### src/can_filter_ctrl_pkg.sv
// Constants shared by the acceptance filter control slice
package can_filter_ctrl_pkg;
    localparam int          FILTER_COUNT      = 4;
    localparam int          FILTER_BASE_INDEX = 24;
    localparam int          SLOT_WIDTH        = 8;
    localparam int          ON_POS            = 7;
    localparam int          MASK_LSB          = 5;
    localparam int          MASK_WIDTH        = 2;
    localparam int          FIFO_LSB          = 0;
    localparam int          FIFO_WIDTH        = 5;
    localparam int          MASK_COUNT        = 4;
    localparam int          ID_WIDTH          = 29;
    localparam logic [3:0]  ADDR_FILTER_CTRL  = 4'h0;
    localparam logic [3:0]  ADDR_MODULE_CTRL  = 4'h4;
    localparam logic [3:0]  ADDR_MASK_BASE    = 4'h8;
    localparam logic [31:0] FILTER_CTRL_RESET = 32'h0000_0000;
    localparam logic [31:0] UNMAPPED_READ     = 32'h0000_0000;
    localparam int          MODULE_ON_POS     = 15;
    localparam int          ACTIVE_FLAG_POS   = 11;
    localparam int          SHUTDOWN_NS       = 200;
    localparam int          CLK_PERIOD_NS     = 40;
    localparam int          SHUTDOWN_CYCLES   = (SHUTDOWN_NS + CLK_PERIOD_NS - 1) / CLK_PERIOD_NS;

    typedef enum logic [1:0] {
        BUS_IDLE = 2'b00,
        BUS_ACK  = 2'b01
    } bus_state_type;
endpackage

### src/can_acceptance_filter_control.sv
// Acceptance filter control for filters 24 to 27 with Avalon-MM register slave
// Notes on behaviour
// - One enable bit per filter; filter 27 enable at bit 31.
// - Two-bit mask choice picks acceptance mask 0 to 3.
// - Five-bit FIFO choice routes matched messages to buffer 0 to 31.
// - Filter fields change only while that filter's enable bit is zero.
// - Filter 26 uses bits 23, 22-21, 20-16; lower filters repeat pattern.
// - Whole control register read/write, zero after reset, filters disabled.
// - Read-only active flag shows controller still busy after disable.
`timescale 1ns/100ps
module can_acceptance_filter_control
    import can_filter_ctrl_pkg::*;
#(
    parameter int SHUTDOWN_COUNT = SHUTDOWN_CYCLES
)(
    input  wire logic                            i_clk_sys,
    input  wire logic                            i_rst_n,
    input  wire logic [3:0]                      i_address,
    input  wire logic                            i_read,
    input  wire logic                            i_write,
    input  wire logic [31:0]                     i_writedata,
    input  wire logic [3:0]                      i_byteenable,
    input  wire logic [ID_WIDTH-1:0]             i_rx_id,
    input  wire logic                            i_rx_valid,
    input  wire logic [FILTER_COUNT*ID_WIDTH-1:0] i_filter_ids,
    output logic [31:0]                          o_readdata,
    output logic                                 o_waitrequest,
    output logic [FILTER_COUNT-1:0]              o_filter_n_on,
    output logic [FILTER_COUNT*MASK_WIDTH-1:0]   o_filter_mask_choice,
    output logic [FILTER_COUNT*FIFO_WIDTH-1:0]   o_filter_fifo_choice,
    output logic [FILTER_COUNT-1:0]              o_filter_hit,
    output logic                                 o_controller_active_flag
);
    logic [31:0]                 acceptance_filter_control_6;
    logic [31:0]                 next_ctrl;
    logic [ID_WIDTH-1:0]         mask_reg [MASK_COUNT];
    logic [ID_WIDTH-1:0]         next_mask [MASK_COUNT];
    logic [MASK_COUNT*ID_WIDTH-1:0] mask_flat;
    logic                        module_on;
    logic                        next_module_on;
    logic [7:0]                  drain_count;
    logic [7:0]                  next_drain_count;
    logic                        next_active;
    bus_state_type               bus_state;
    bus_state_type               next_bus_state;
    logic [31:0]                 next_readdata;
    logic                        next_waitrequest;
    logic                        wr_take;
    logic                        rx_id_valid_s1;
    logic                        rx_valid_sync;
    logic [ID_WIDTH-1:0]         rx_id_s1;
    logic [ID_WIDTH-1:0]         rx_id_sync;

    function automatic logic [31:0] apply_be(input logic [31:0] old_v,
                                             input logic [31:0] new_v,
                                             input logic [3:0]  be);
        logic [31:0] r;
        r = old_v;
        for (int b = 0; b < 4; b++) begin
            if (be[b]) begin
                r[b*8 +: 8] = new_v[b*8 +: 8];
            end
        end
        return r;
    endfunction

    // Slave answers one cycle after the request; waitrequest low in that cycle
    // Read data is held after the answer, so a late sample still sees the word
    always_comb begin
        next_bus_state   = BUS_IDLE;
        next_waitrequest = 1'b1;
        next_readdata    = o_readdata;
        wr_take          = 1'b0;
        case (bus_state)
            BUS_IDLE: begin
                if (i_read || i_write) begin
                    next_bus_state   = BUS_ACK;
                    next_waitrequest = 1'b0;
                    if (i_read) begin
                        if (i_address == ADDR_FILTER_CTRL) begin
                            next_readdata = acceptance_filter_control_6;
                        end else if (i_address == ADDR_MODULE_CTRL) begin
                            next_readdata = UNMAPPED_READ;
                            next_readdata[MODULE_ON_POS]   = module_on;
                            next_readdata[ACTIVE_FLAG_POS] = o_controller_active_flag;
                        end else if (i_address >= ADDR_MASK_BASE &&
                                     i_address < ADDR_MASK_BASE + 4'(MASK_COUNT)) begin
                            // Upper words read as zero instead of aliasing the masks
                            next_readdata = UNMAPPED_READ;
                            next_readdata[ID_WIDTH-1:0] = mask_reg[i_address[1:0]];
                        end else begin
                            next_readdata = UNMAPPED_READ;
                        end
                    end
                end
            end
            BUS_ACK: begin
                next_bus_state   = BUS_IDLE;
                next_waitrequest = 1'b1;
                wr_take          = i_write;
            end
            default: begin
                next_bus_state = BUS_IDLE;
            end
        endcase
    end

    always_comb begin
        logic [31:0] merged;
        logic [31:0] mask_merged;
        merged    = apply_be(acceptance_filter_control_6, i_writedata, i_byteenable);
        mask_merged = '0;
        next_ctrl = acceptance_filter_control_6;
        if (wr_take && i_address == ADDR_FILTER_CTRL) begin
            for (int f = 0; f < FILTER_COUNT; f++) begin
                // A live filter keeps its slot, including its own enable bit
                // Reset is the only way to clear an enabled filter's enable bit
                if (!acceptance_filter_control_6[f*SLOT_WIDTH + ON_POS]) begin
                    next_ctrl[f*SLOT_WIDTH +: SLOT_WIDTH] =
                        merged[f*SLOT_WIDTH +: SLOT_WIDTH];
                end
            end
        end
        next_module_on = module_on;
        if (wr_take && i_address == ADDR_MODULE_CTRL && i_byteenable[1]) begin
            next_module_on = i_writedata[MODULE_ON_POS];
        end
        for (int m = 0; m < MASK_COUNT; m++) begin
            next_mask[m] = mask_reg[m];
            if (wr_take && i_address == (ADDR_MASK_BASE + 4'(m))) begin
                mask_merged  = apply_be({3'h0, mask_reg[m]}, i_writedata, i_byteenable);
                next_mask[m] = mask_merged[ID_WIDTH-1:0];
            end
        end
        // Busy lingers a fixed drain time after switch-off
        if (module_on) begin
            next_drain_count = 8'(SHUTDOWN_COUNT);
        end else if (drain_count != 8'h00) begin
            next_drain_count = drain_count - 8'h01;
        end else begin
            next_drain_count = drain_count;
        end
        next_active = module_on || (drain_count != 8'h00);
    end

    always_ff @(posedge i_clk_sys or negedge i_rst_n) begin
        if (!i_rst_n) begin
            bus_state                   <= BUS_IDLE;
            o_waitrequest               <= 1'b1;
            o_readdata                  <= UNMAPPED_READ;
            acceptance_filter_control_6 <= FILTER_CTRL_RESET;
            module_on                   <= 1'b0;
            drain_count                 <= 8'h00;
            o_controller_active_flag    <= 1'b0;
            for (int m = 0; m < MASK_COUNT; m++) begin
                mask_reg[m] <= '0;
            end
        end else begin
            bus_state                   <= next_bus_state;
            o_waitrequest               <= next_waitrequest;
            o_readdata                  <= next_readdata;
            acceptance_filter_control_6 <= next_ctrl;
            module_on                   <= next_module_on;
            drain_count                 <= next_drain_count;
            o_controller_active_flag    <= next_active;
            for (int m = 0; m < MASK_COUNT; m++) begin
                mask_reg[m] <= next_mask[m];
            end
        end
    end

    // Receive strobe arrives from the CAN core clock; resync before use
    always_ff @(posedge i_clk_sys or negedge i_rst_n) begin
        if (!i_rst_n) begin
            rx_id_valid_s1 <= 1'b0;
            rx_valid_sync  <= 1'b0;
            rx_id_s1       <= '0;
            rx_id_sync     <= '0;
        end else begin
            rx_id_valid_s1 <= i_rx_valid;
            rx_valid_sync  <= rx_id_valid_s1;
            // Sender holds the identifier steady while the strobe crosses
            rx_id_s1       <= i_rx_id;
            rx_id_sync     <= rx_id_s1;
        end
    end

    always_ff @(posedge i_clk_sys or negedge i_rst_n) begin
        if (!i_rst_n) begin
            o_filter_n_on        <= '0;
            o_filter_mask_choice <= '0;
            o_filter_fifo_choice <= '0;
        end else begin
            for (int f = 0; f < FILTER_COUNT; f++) begin
                o_filter_n_on[f] <= next_ctrl[f*SLOT_WIDTH + ON_POS];
                o_filter_mask_choice[f*MASK_WIDTH +: MASK_WIDTH] <=
                    next_ctrl[f*SLOT_WIDTH + MASK_LSB +: MASK_WIDTH];
                o_filter_fifo_choice[f*FIFO_WIDTH +: FIFO_WIDTH] <=
                    next_ctrl[f*SLOT_WIDTH + FIFO_LSB +: FIFO_WIDTH];
            end
        end
    end

    always_comb begin
        for (int m = 0; m < MASK_COUNT; m++) begin
            mask_flat[m*ID_WIDTH +: ID_WIDTH] = mask_reg[m];
        end
    end

    // A filter matches only while the whole controller is switched on too
    for (genvar g = 0; g < FILTER_COUNT; g++) begin : g_match
        can_filter_match u_match (
            .i_clk_sys     (i_clk_sys),
            .i_rst_n       (i_rst_n),
            .i_on          (acceptance_filter_control_6[g*SLOT_WIDTH + ON_POS] && module_on),
            .i_mask_choice (acceptance_filter_control_6[g*SLOT_WIDTH + MASK_LSB +: MASK_WIDTH]),
            .i_filter_id   (i_filter_ids[g*ID_WIDTH +: ID_WIDTH]),
            .i_masks       (mask_flat),
            .i_rx_id       (rx_id_sync),
            .i_rx_valid    (rx_valid_sync),
            .o_hit         (o_filter_hit[g])
        );
    end
endmodule // can_acceptance_filter_control

### src/can_filter_match.sv
// Per-filter identifier compare against the selected acceptance mask
`timescale 1ns/100ps
module can_filter_match
    import can_filter_ctrl_pkg::*;
(
    input  wire logic                             i_clk_sys,
    input  wire logic                             i_rst_n,
    input  wire logic                             i_on,
    input  wire logic [MASK_WIDTH-1:0]            i_mask_choice,
    input  wire logic [ID_WIDTH-1:0]              i_filter_id,
    input  wire logic [MASK_COUNT*ID_WIDTH-1:0]   i_masks,
    input  wire logic [ID_WIDTH-1:0]              i_rx_id,
    input  wire logic                             i_rx_valid,
    output logic                                  o_hit
);
    logic                next_hit;
    logic [ID_WIDTH-1:0] sel_mask;

    always_comb begin
        sel_mask = i_masks[i_mask_choice*ID_WIDTH +: ID_WIDTH];
        next_hit = i_rx_valid && i_on
                   && (((i_rx_id ^ i_filter_id) & sel_mask) == '0);
    end

    always_ff @(posedge i_clk_sys or negedge i_rst_n) begin
        if (!i_rst_n) begin
            o_hit <= 1'b0;
        end else begin
            o_hit <= next_hit;
        end
    end
endmodule // can_filter_match

### config.mk
export PLATFORM = sky130hd
export DESIGN_NAME = can_acceptance_filter_control
export DESIGN_NICKNAME = d
export VERILOG_FILES = /design/src/can_filter_ctrl_pkg.sv /design/src/can_acceptance_filter_control.sv /design/src/can_filter_match.sv
export SDC_FILE = /design/constraint.sdc
export NUM_CORES = 1
export LEC_CHECK = 0
export ABC_AREA = 1
export BUFFER_PORTS_ARGS = -buffer_cell sky130_fd_sc_hd__buf_2
export CELL_PAD_IN_SITES_DETAIL_PLACEMENT = 1
export CELL_PAD_IN_SITES_GLOBAL_PLACEMENT = 2
export CORE_MARGIN = 2
export CORE_UTILIZATION = 31
export DETAILED_ROUTE_END_ITERATION = 7
export HOLD_SLACK_MARGIN = 0.02
export PLACE_DENSITY = 0.76
export REMOVE_ABC_BUFFERS = 1
export SYNTH_ARGS = -nofsm -noshare
export SYNTH_HDL_FRONTEND = slang
export SYNTH_HIERARCHICAL = 1
export SYNTH_SLANG_ARGS = --single-unit
### constraint.sdc
create_clock -name i_clk_sys -period 1.7 [get_ports i_clk_sys]
set_input_delay 0 -clock i_clk_sys [delete_from_list [all_inputs] [get_ports i_clk_sys]]
set_output_delay 0 -clock i_clk_sys [all_outputs]
set_load 0.02 [all_outputs]
After elaboration in Yosys (flattened, before gate mapping):

Index checks and enable logic that the tools add are counted.

* $add $sub $neg: 1
* $mul: 4
* $lt $le $gt $ge: 3
* equal/unequal tests: 6
* shifts and indexed selects: 4
* mux-type cells: 22
* bitwise operators: 9
* reduce and logical (&&, ||, !) cells: 47

Operators by type and width (count)
* 116-bit by 8-bit indexed part select with 29-bit output: 4
* 29-bit bitwise AND: 4
* 29-bit zero test: 4
* 29-bit two-way mux: 4
* 29-bit bitwise XOR: 4
* 8-bit two-way mux: 10
* 32-bit two-way mux: 2
* 29-bit binary-select mux with 2-bit select: 1
* 2-bit AND reduction: 16
* 2-bit by 5-bit multiplier with 7-bit output (second input constant): 4
* 1-bit logical AND: 20
* 4-bit equality test (second input constant): 4
* 8-bit nonzero test: 1
* 8-bit by 1-bit subtractor with 8-bit output (second input constant): 1
* 1-bit two-way mux: 5
* 4-bit by 3-bit equality test with 1-bit output (second input constant): 1
* 4-bit greater-or-equal comparator (second input constant): 1
* 4-bit zero test: 1
* 4-bit less-than comparator (second input constant): 1
* 3-bit greater-or-equal comparator (second input constant): 1
* 2-bit NOT with 3-bit output: 1
* 3-bit AND reduction: 1
* 2-bit by 1-bit equality test with 1-bit output (second input constant): 1
* 2-bit zero test: 1
* other kinds (2): 3

* register bits: 289
* input bits: 190
* output and inout port bits: 70
* word-level logic and storage cells: 130

Longest topological paths before layout:

Gate-level depths: netlist of the first run.

* depth after elaboration: 7
* depth in mapped cells: 14
* gate-level depth less buffers: 12

Cells and area by module:

The synthesis of the first run kept the hierarchy.

Modules (own cells, without submodules)
* can_acceptance_filter_control: times used 1, cells an instance 1134, area an instance 10385.0 um^2, seq. area each 6307.3 um^2
* can_filter_match: times used 4, cells an instance 422, area an instance 1883.1 um^2, seq. area each 25.0 um^2

Least setup slack after synthesis of the first run:

Ideal clock, no wire load.

* path kind: register to register
* start: register o_filter_mask_choice[0] (netlist name)
* end: register g_match[0].u_match.o_hit
* setup time: 0.071 ns
* arrival time: 1.440 ns
* data required time: 1.629 ns
* slack: 0.189 ns
* stages on the path, launching flop included: 13
* path buffers: 3
* clock period less this slack: 1.511 ns
* path through: dfrtp_1 > buf_6 > buf_6 > buf_6 > nor2_1 > nor2_1 > o21ai_1 > nand2_1 > nand2_1 > nand3_1 > nor2_1 > nand2_1 > nor2_1

RTL lines
* end signal, assigned: line can_filter_match.sv:29 `o_hit <= next_hit;`
* end, declared: line can_filter_match.sv:14 `output logic o_hit`

==> impl_metrics.prom, run 1 <==
# TYPE chip_impl_metric gauge
chip_impl_info{name="outcome",value="finished, violations left"} 1
chip_impl_info{name="failed_checks",value="setup timing"} 1
chip_impl_metric{name="power_density",unit="nW/um2"} 841
chip_impl_metric{name="place_inst",unit=""} 3850
chip_impl_metric{name="power.share.combinational",unit=""} 0.244
chip_impl_metric{name="die_y",unit="um"} 244
chip_impl_info{name="synth_top_cells_by_count",value="sky130_fd_sc_hd__nand2_1, sky130_fd_sc_hd__inv_1, sky130_fd_sc_hd__dfrtp_1"} 1
chip_impl_info{name="cp-start-kind",value="flip-flop"} 1
chip_impl_metric{name="filler_cell_count",unit=""} 7423
chip_impl_metric{name="leakagePower",unit="nW"} 12.7
chip_impl_metric{name="synth.cell_area",unit="um2"} 17900
chip_impl_metric{name="num-nets-final",unit=""} 3440
chip_impl_metric{name="drt_wl_total",unit="um"} 85900
chip_impl_info{name="synth_ff_type",value="sky130_fd_sc_hd__dfrtp_1"} 1
chip_impl_metric{name="core",unit="um2"} 57400
chip_impl_metric{name="ios",unit=""} 260
chip_impl_metric{name="slew-limit-headroom",unit=""} 0.704
chip_impl_metric{name="timing.final.max_slew_violations",unit=""} 0
chip_impl_metric{name="hold_violations",unit=""} 0
chip_impl_metric{name="drt-wirelength-per-cell",unit="um"} 21.2
chip_impl_info{name="path_category_of_the_worst_min_delay_check",value="in -> async"} 1
chip_impl_metric{name="grt_first_pass_wirelength",unit="um"} 125000
chip_impl_metric{name="net-switching-power",unit="W"} 0.00708
chip_impl_metric{name="gp_routability_congestion",unit=""} 0.861
chip_impl_metric{name="h-tree-depth",unit=""} 2
chip_impl_info{name="regToRegStartpoint",value="o_filter_mask_choice[4]"} 1
chip_impl_metric{name="globalRouteOverflowTotal",unit=""} 0
chip_impl_metric{name="post_syn_area_per_cell",unit="um2"} 6.35
chip_impl_metric{name="period_share",unit=""} 1.08
chip_impl_metric{name="totalPowerFinal",unit="W"} 0.0200
chip_impl_metric{name="std_cell_rows",unit=""} 88
chip_impl_metric{name="crit_required",unit="ns"} 2.18
chip_impl_metric{name="initial_utilization",unit=""} 0.312
chip_impl_metric{name="drt_iter0_drc",unit=""} 1190
chip_impl_metric{name="p_seq_frac",unit=""} 0.389
chip_impl_metric{name="worst_ir_drop_vdd",unit="uV"} 595
chip_impl_info{name="rsz0062_at_grt",value="true"} 1
chip_impl_metric{name="area.growth.synth_to_final",unit="%"} 32.8
chip_impl_metric{name="clkSlewWorstSetupHoldPaths",unit="ns"} 0.06
chip_impl_metric{name="grt_max_degree",unit=""} 70
chip_impl_metric{name="detail_route.first_pass.iterations",unit=""} 7
chip_impl_metric{name="finalWorstSetupSlack",unit="ns"} -0.135
chip_impl_metric{name="synth_enable_flop_cells",unit=""} 0
chip_impl_metric{name="drt_drc_violations_left",unit=""} 0
chip_impl_info{name="yosysMostFrequentCell",value="sky130_fd_sc_hd__nand2_1"} 1
chip_impl_metric{name="core_utilization_of_the_finished_layout",unit=""} 0.415
chip_impl_metric{name="synth_top_area_frac",unit=""} 0.356
chip_impl_metric{name="setup_viol",unit=""} 4
chip_impl_info{name="tritoncts",value="yes"} 1
chip_impl_metric{name="first_global_vias",unit=""} 20100
chip_impl_metric{name="finalClockSkew",unit="ns"} 0.0200
chip_impl_metric{name="worst-endpoint-arrival",unit="ns"} 2.32
chip_impl_metric{name="max_frequency",unit="MHz"} 545
chip_impl_metric{name="fin_crit",unit="ns"} 1.83
chip_impl_metric{name="buffer_ports.inserted",unit=""} 259
chip_impl_metric{name="drt.antenna.violating_nets",unit=""} 0
chip_impl_metric{name="cts_num_sinks",unit=""} 256
chip_impl_metric{name="clock_power_share",unit=""} 0.367
chip_impl_metric{name="final.hold.worst_slack",unit="ns"} 0.0793
chip_impl_metric{name="fraction_of_the_yosys_area_taken_by_sequential_cells",unit=""} 0.358
chip_impl_metric{name="clk-insertion-delay-late",unit="ns"} 0.55
chip_impl_info{name="top_area_cells_in_the_synthesized_netlist",value="sky130_fd_sc_hd__dfrtp_1, sky130_fd_sc_hd__nand2_1, sky130_fd_sc_hd__inv_1"} 1
chip_impl_metric{name="synth.yosys.warnings",unit=""} 6
chip_impl_metric{name="floorplan.die_area",unit="um2"} 59700
chip_impl_info{name="synthDominantAreaCellType",value="sky130_fd_sc_hd__dfrtp_1"} 1
chip_impl_metric{name="clk_path_buf_depth",unit=""} 3
chip_impl_metric{name="internal_power",unit="W"} 0.0129
chip_impl_metric{name="ys_seq_elements",unit=""} 256
chip_impl_metric{name="swShare",unit=""} 0.354
chip_impl_info{name="criticalPathCategory",value="reg -> reg"} 1
chip_impl_metric{name="dpl.hpwl",unit="um"} 59900
chip_impl_metric{name="final.setup.tns",unit="ns"} -0.277
chip_impl_metric{name="worst_max_slew_pin_slew",unit="ns"} 0.443
chip_impl_metric{name="globalRouteTotalUtil",unit=""} 0.282
chip_impl_metric{name="critical_path_peak_fanout",unit=""} 9
chip_impl_metric{name="layout-drive-gt1-share",unit=""} 0.183
chip_impl_metric{name="fin_cells",unit=""} 4041
chip_impl_metric{name="via_count_normalized_by_instance_count",unit=""} 4.83
chip_impl_metric{name="maxCapViolCount",unit=""} 0
chip_impl_info{name="setup.worst_path.start",value="o_filter_mask_choice[4]"} 1
chip_impl_info{name="clock_tree.root_cell",value="sky130_fd_sc_hd__clkbuf_16"} 1
chip_impl_metric{name="cts_buffers",unit=""} 36
chip_impl_info{name="crit_end_element",value="flip-flop"} 1
chip_impl_metric{name="postSynthCellCount",unit=""} 2822
chip_impl_metric{name="die_width",unit="um"} 244
chip_impl_metric{name="number_of_antenna_violations_at_the_first_check_in_global_routing",unit=""} 1
chip_impl_metric{name="post_synth_num_cell_types",unit=""} 33
chip_impl_metric{name="async_set_or_reset_register_ratio_after_synthesis",unit=""} 1.00
chip_impl_metric{name="setup.reg_to_reg.worst_slack",unit="ns"} -0.13
chip_impl_metric{name="worst-r2r-cell-count",unit=""} 12
chip_impl_info{name="rr_endpoint",value="g_match[2].u_match/o_hit"} 1
chip_impl_metric{name="num_vias",unit=""} 19500
==> how the worst max path moves through the flow <==
stage                                          end  slack, ns  cells past startpoint
after floorplan           g_match[3].u_match/o_hit      -1.01                     10
after global placement    g_match[0].u_match/o_hit      -0.19                     12
after detailed placement  g_match[0].u_match/o_hit      -0.19                     12
after CTS                 g_match[0].u_match/o_hit      -0.03                     10
after global routing      g_match[2].u_match/o_hit      -0.17                     15
final                     g_match[2].u_match/o_hit      -0.13                     12
==> stage by stage <==
stage	setup WS (ns)	area [um2]
after floorplan	-1.01	17100
after global placement	-0.185	20700
after detailed placement	-0.192	20700
after CTS	-0.0298	23300
after global routing	-0.166	23800
final	-0.135	23800
==> cells by family after synthesis <==
group,count (synthesis),synth area share
AND/OR/NAND/NOR,1597,0.369
XOR/XNOR,117,0.0572
adder cells (fa/ha/maj),2,0.00140
buffers and inverters,648,0.155
flip-flops,256,0.358
AO/OA/AOI/OAI,202,0.0593
==> timing repair <==
item | CTS | global route
cloned | 10 | 6
hold endpoints to repair | 439 | 0
hold buffers | 75 | 0
resized for setup | 77 | 76
setup endpoints to repair | 5 | 21
buffers inserted | 22 | 20
pin swaps | 18 | 31
==> per-layer routing <==
| metal | vias to the layer above | share of wire | global-route usage |
|---|---|---|---|
| met5 | - | 0 | 0 |
| met4 | 0 | 0.038 | 0.0972 |
| met3 | 163 | 0.053 | 0.0370 |
| met2 | 576 | 0.47 | 0.470 |
| met1 | 9490 | 0.44 | 0.375 |
| li1 | 9282 | - | - |
==> sequential cells by signal, summed over array words and instances, names as in the netlist <==
name / flops
acceptance_filter_control_6: 3
bus_state: 1
drain_count: 8
g_match.u_match/o_hit: 4
mask_flat: 116
module_on: 1
o_controller_active_flag: 1
o_filter_fifo_choice: 19
o_filter_mask_choice: 7
o_filter_n_on: 3
o_readdata: 32
o_waitrequest: 1
rx_id_s1: 29
rx_id_sync: 29
rx_id_valid_s1: 1
rx_valid_sync: 1
==> critical path, stage by stage (launching register included) <==
cell                       delay, ns
sky130_fd_sc_hd__dfrtp_2        0.44
sky130_fd_sc_hd__clkinv_4       0.10
sky130_fd_sc_hd__buf_12         0.10
sky130_fd_sc_hd__buf_12         0.09
sky130_fd_sc_hd__buf_16         0.14
sky130_fd_sc_hd__nand2_1        0.07
sky130_fd_sc_hd__nand3_1        0.10
sky130_fd_sc_hd__nand2_1        0.06
sky130_fd_sc_hd__nand2_1        0.08
sky130_fd_sc_hd__nand4_1        0.23
sky130_fd_sc_hd__nor2_4         0.18
sky130_fd_sc_hd__nand2_4        0.09
sky130_fd_sc_hd__nor2_2         0.08
==> area by class of cell <==
type                       count  area (um2)  area share
timing repair buffer         508        4310       0.181
clock inverter                 8        48.8     0.00205
tap                          765         957      0.0402
clock buffer                  55        1070      0.0451
inverter                     526        2000      0.0842
antenna                        3        7.51    0.000316
multi-input combinational   1920        8980       0.377
sequential                   256        6410       0.270
==> power groups by stage <==
stage	Clock (W)	Combinational [W]	Sequential (W)
2_1_floorplan	0	0.00261	0.00761
3_3_place_gp	0	0.00445	0.00784
6_report	0.00734	0.00489	0.00778
5_1_grt	0.00774	0.00551	0.00788
4_1_cts	0.00751	0.00484	0.00776
3_5_place_dp	0	0.00460	0.00785
==> cell usage in the layout, fill, tap and decap left out, types with 2 or more instances in the layout <==
cell type                       Yosys  routed
sky130_fd_sc_hd__clkinvlp_4         0       2
sky130_fd_sc_hd__nand3_1          247     240
sky130_fd_sc_hd__inv_2              8      15
sky130_fd_sc_hd__diode_2            0       3
sky130_fd_sc_hd__a21oi_1           25      25
sky130_fd_sc_hd__buf_12             1      50
sky130_fd_sc_hd__clkbuf_16          0      41
sky130_fd_sc_hd__clkbuf_8           0       8
sky130_fd_sc_hd__dlygate4sd3_1      0      74
sky130_fd_sc_hd__inv_1            514     505
sky130_fd_sc_hd__clkinv_1           4       2
sky130_fd_sc_hd__nand3_2           11      14
sky130_fd_sc_hd__clkinv_2           0       6
sky130_fd_sc_hd__xor2_1           116     116
sky130_fd_sc_hd__nand3_4            9      15
sky130_fd_sc_hd__nand3b_1           2       2
sky130_fd_sc_hd__o21ai_1           53      57
sky130_fd_sc_hd__nand2_4            1       4
sky130_fd_sc_hd__ha_1               2       2
sky130_fd_sc_hd__dfrtp_2            0       4
sky130_fd_sc_hd__buf_2             56     257
sky130_fd_sc_hd__a22o_1             2       2
sky130_fd_sc_hd__buf_6             31      10
sky130_fd_sc_hd__nand4_1           11      11
sky130_fd_sc_hd__buf_16             0       7
sky130_fd_sc_hd__nor2_8             4       4
sky130_fd_sc_hd__nor2_2             1       9
sky130_fd_sc_hd__o21ai_2            7       8
sky130_fd_sc_hd__a22oi_1            6       6
sky130_fd_sc_hd__nand2_2            1      30
sky130_fd_sc_hd__clkinv_4           0       3
sky130_fd_sc_hd__dfrtp_1          255     251
sky130_fd_sc_hd__buf_4              8      98
sky130_fd_sc_hd__clkbuf_1          20      10
sky130_fd_sc_hd__buf_8              0       7
sky130_fd_sc_hd__nor2_1            82      70
sky130_fd_sc_hd__nand2_1         1227    1195
sky130_fd_sc_hd__o21ai_0          108     103
sky130_fd_sc_hd__nor2_4             1       5
Power figures use the tool's default switching activity.
==> run 2: changes to the inputs <==
--- a/config.mk
+++ b/config.mk
@@ -10,10 +10,11 @@
 export CELL_PAD_IN_SITES_DETAIL_PLACEMENT = 1
 export CELL_PAD_IN_SITES_GLOBAL_PLACEMENT = 2
 export CORE_MARGIN = 2
-export CORE_UTILIZATION = 31
+export CORE_UTILIZATION = 32
+export CTS_BUF_LIST = sky130_fd_sc_hd__clkbuf_8
 export DETAILED_ROUTE_END_ITERATION = 7
 export HOLD_SLACK_MARGIN = 0.02
-export PLACE_DENSITY = 0.76
+export PLACE_DENSITY = 0.79
 export REMOVE_ABC_BUFFERS = 1
 export SYNTH_ARGS = -nofsm -noshare
 export SYNTH_HDL_FRONTEND = slang
==> run 2 against run 1 <==
  * Via count is 3.9% higher
  * The run still ends with setup timing left
  * Global-route usage increased by 2.1 points
  * Cell area increased by 4.5%
  * Setup slack got worse by 0.033 ns
  * Flip-flop and latch count is the same
  * Non-clock buffer count is 93 higher
  * Combinational power up 8.4%
  * Largest cell class unchanged
  * Highest routed layer is now met5
==> impl_metrics.prom, run 2 (synthesis results as in run 1) <==
# TYPE chip_impl_metric gauge
chip_impl_info{name="most_frequent_standard_cell_in_the_layout_excluding_fill_and_tap_cells",value="sky130_fd_sc_hd__nand2_1"} 1
chip_impl_metric{name="via_count_normalized_by_instance_count",unit=""} 4.90
chip_impl_metric{name="grt_max_degree",unit=""} 72
chip_impl_metric{name="clk-insertion-delay-late",unit="ns"} 0.68
chip_impl_metric{name="combined_area_of_the_multi_input_logic_cells",unit="um2"} 9060
chip_impl_metric{name="number_of_flip_flops_in_the_largest_register",unit=""} 116
chip_impl_metric{name="worst_ir_drop_vdd",unit="uV"} 519
chip_impl_metric{name="worst_max_slew_pin_slew",unit="ns"} 0.895
chip_impl_metric{name="place_inst",unit=""} 3870
chip_impl_metric{name="fin_cells",unit=""} 4143
chip_impl_metric{name="initial_utilization",unit=""} 0.325
chip_impl_metric{name="route.layer.met1.wl",unit="um"} 38200
chip_impl_metric{name="cts_num_sinks",unit=""} 256
chip_impl_metric{name="num-nets-final",unit=""} 3546
chip_impl_metric{name="h-tree-depth",unit=""} 2
chip_impl_info{name="cp-start-kind",value="flip-flop"} 1
chip_impl_info{name="cpLargestDelayFamily",value="simple AND/OR/NAND/NOR gates"} 1
chip_impl_metric{name="first_global_vias",unit=""} 21400
chip_impl_metric{name="max_frequency",unit="MHz"} 535
chip_impl_metric{name="clkSlewWorstSetupHoldPaths",unit="ns"} 0.07
chip_impl_metric{name="ios",unit=""} 260
chip_impl_metric{name="globalRouteTotalUtil",unit=""} 0.303
chip_impl_info{name="tritoncts",value="yes"} 1
chip_impl_metric{name="critical_path_peak_fanout",unit=""} 11
chip_impl_metric{name="std_cell_rows",unit=""} 86
chip_impl_metric{name="final_design_area_no_fill",unit="um2"} 24900
chip_impl_metric{name="crit_required",unit="ns"} 2.27
chip_impl_info{name="dr.max_layer_used",value="met5"} 1
chip_impl_info{name="cp_slowest_cell",value="sky130_fd_sc_hd__dfrtp_2"} 1
chip_impl_metric{name="core",unit="um2"} 55200
chip_impl_metric{name="slew-limit-headroom",unit=""} 0.401
chip_impl_metric{name="leakagePower",unit="nW"} 13.3
chip_impl_info{name="rsz0062_at_grt",value="true"} 1
chip_impl_metric{name="hold_violations",unit=""} 0
chip_impl_metric{name="crit_buf_inv",unit=""} 4
chip_impl_metric{name="die_width",unit="um"} 241
chip_impl_metric{name="globalRouteOverflowTotal",unit=""} 0
chip_impl_info{name="path_cells",value="clkinv_4, buf_4, buf_12, nand2_1, nand3_1, nand2_1, nand2_1, nand2_1, inv_1, nand2_2, nor2_4, nand2_1, nor2_1"} 1
chip_impl_metric{name="drt_wl_total",unit="um"} 88500
chip_impl_metric{name="filler_cell_count",unit=""} 7166
chip_impl_metric{name="grt_first_pass_wirelength",unit="um"} 131000
chip_impl_metric{name="clk_path_buf_depth",unit=""} 3
chip_impl_info{name="path_category_of_the_worst_min_delay_check",value="in -> reg"} 1
chip_impl_metric{name="area.growth.synth_to_final",unit="%"} 38.8
chip_impl_metric{name="dp_area",unit="um2"} 21000
chip_impl_info{name="layout.cells.most_common_list",value="sky130_fd_sc_hd__nand2_1, sky130_fd_sc_hd__inv_1, sky130_fd_sc_hd__buf_2"} 1
chip_impl_metric{name="power_density",unit="nW/um2"} 833
chip_impl_metric{name="maxCapViolCount",unit=""} 0
chip_impl_info{name="crit_end_element",value="flip-flop"} 1
chip_impl_metric{name="worst-endpoint-arrival",unit="ns"} 2.44
chip_impl_info{name="criticalPathCategory",value="reg -> reg"} 1
chip_impl_metric{name="gp_routability_congestion",unit=""} 0.880
chip_impl_metric{name="floorplan.die_area",unit="um2"} 57900
chip_impl_metric{name="dpl.hpwl",unit="um"} 60600
chip_impl_metric{name="period_share",unit=""} 1.10
chip_impl_metric{name="drt_iter0_drc",unit=""} 1272
chip_impl_info{name="clock_tree.root_cell",value="sky130_fd_sc_hd__clkbuf_8"} 1
chip_impl_metric{name="finalClockSkew",unit="ns"} 0.0443
chip_impl_metric{name="timing.final.max_slew_violations",unit=""} 0
chip_impl_metric{name="ant_cells",unit=""} 0
chip_impl_metric{name="area.sequential",unit="um2"} 6410
chip_impl_metric{name="drt-wirelength-per-cell",unit="um"} 21.4
chip_impl_metric{name="die_y",unit="um"} 241
chip_impl_metric{name="route.met3.wl",unit="um"} 4670
chip_impl_metric{name="detailroute.wirelength.met2",unit="um"} 42000
chip_impl_metric{name="layout-drive-gt1-share",unit=""} 0.208
chip_impl_info{name="failed_checks",value="setup timing"} 1
chip_impl_metric{name="fin_crit",unit="ns"} 1.87
chip_impl_info{name="cpMostUsedCell",value="sky130_fd_sc_hd__nand2_1"} 1
chip_impl_metric{name="drt_drc_violations_left",unit=""} 0
chip_impl_metric{name="num_vias",unit=""} 20300
chip_impl_metric{name="detail_route.first_pass.iterations",unit=""} 7
chip_impl_metric{name="number_of_antenna_violations_at_the_first_check_in_global_routing",unit=""} 2
chip_impl_metric{name="drt.antenna.violating_nets",unit=""} 0
chip_impl_metric{name="setup_viol",unit=""} 3
chip_impl_info{name="outcome",value="finished, violations left"} 1
chip_impl_metric{name="cts_buffers",unit=""} 51
chip_impl_metric{name="finalWorstSetupSlack",unit="ns"} -0.167
chip_impl_metric{name="place_ws",unit="ns"} -0.445
chip_impl_metric{name="buffer_ports.inserted",unit=""} 259
chip_impl_metric{name="totalPowerFinal",unit="W"} 0.0207
chip_impl_metric{name="final.setup.tns",unit="ns"} -0.377
chip_impl_metric{name="slowest_stage_delay_on_critical_path",unit="ns"} 0.48
## run 2: cell count changes in the layout (fill, tap and decap cells not counted), sizes merged, moves of 3 or more
cell,previous run,this run
buf,429,460
diode,3,0
clkbuf,59,71
inv,521,539
bufinv,0,8
dlygate4sd3,74,132
## run 2: cell type report
| class | count | share of cell area |
|---|---|---|
| tap | 748 | 0.0376 |
| multi-input combinational | 1918 | 0.364 |
| clock buffer | 62 | 0.0343 |
| sequential | 256 | 0.258 |
| clock inverter | 32 | 0.0141 |
| inverter | 526 | 0.0803 |
| timing repair buffer | 601 | 0.211 |
## run 2: path summary, 6_finish.rpt
kind / end / start / slack (ns) / cells after the start
min in group asynchronous: mask_flat[13] / i_rst_n / 0.58 / 3
hold / removal: g_match[0].u_match/o_hit / i_filter_ids[8] / 0.06 / 9
setup reg to reg: g_match[2].u_match/o_hit / o_filter_mask_choice[4] / -0.17 / 13
max in group asynchronous: mask_flat[73] / i_rst_n / 0.47 / 4
hold reg to reg: rx_id_sync[19] / rx_id_s1[19] / 0.34 / 0
setup / recovery: g_match[2].u_match/o_hit / o_filter_mask_choice[4] / -0.17 / 13
## run 2: metal layers
layer,track usage,vias to the layer above
met2,0.511,594
met1,0.395,9999
li1,-,9502
met5,0,-
met3,0.0384,179
met4,0.116,6
## run 2: metrics by stage
stage / hold slack [ns] / util
after floorplan: -0.296 / -
after global placement: -0.126 / 0.381
after detailed placement: -0.128 / 0.381
after CTS: 0.0231 / 0.442
after global routing: 0.0783 / 0.450
final: 0.0559 / 0.450
## run 2: power breakdown
group / leakage [nW] / internal [W] / switching (W)
sequential: 3.28 / 0.00675 / 0.000976
clock: 0.672 / 0.00452 / 0.00315
combinational: 9.33 / 0.00206 / 0.00324
## run 2: tightest hold or removal path, cell delays in order
cell	delay (ns)
sky130_fd_sc_hd__buf_2	0.08
sky130_fd_sc_hd__xor2_1	0.17
sky130_fd_sc_hd__nand2_1	0.09
sky130_fd_sc_hd__nand2_1	0.07
sky130_fd_sc_hd__inv_1	0.05
sky130_fd_sc_hd__nand2_2	0.07
sky130_fd_sc_hd__nor2_4	0.05
sky130_fd_sc_hd__nand2_1	0.06
sky130_fd_sc_hd__nor2_1	0.04
## run 2: what timing repair did
item | 4_1_cts | 5_1_grt
endpoints found under the hold margin | 458 | 0
setup buffers | 29 | 7
pin swaps | 32 | 54
endpoints found under the setup margin | 6 | 16
cloned | 8 | 9
hold buffers | 132 | 0
gates resized for setup | 121 | 80
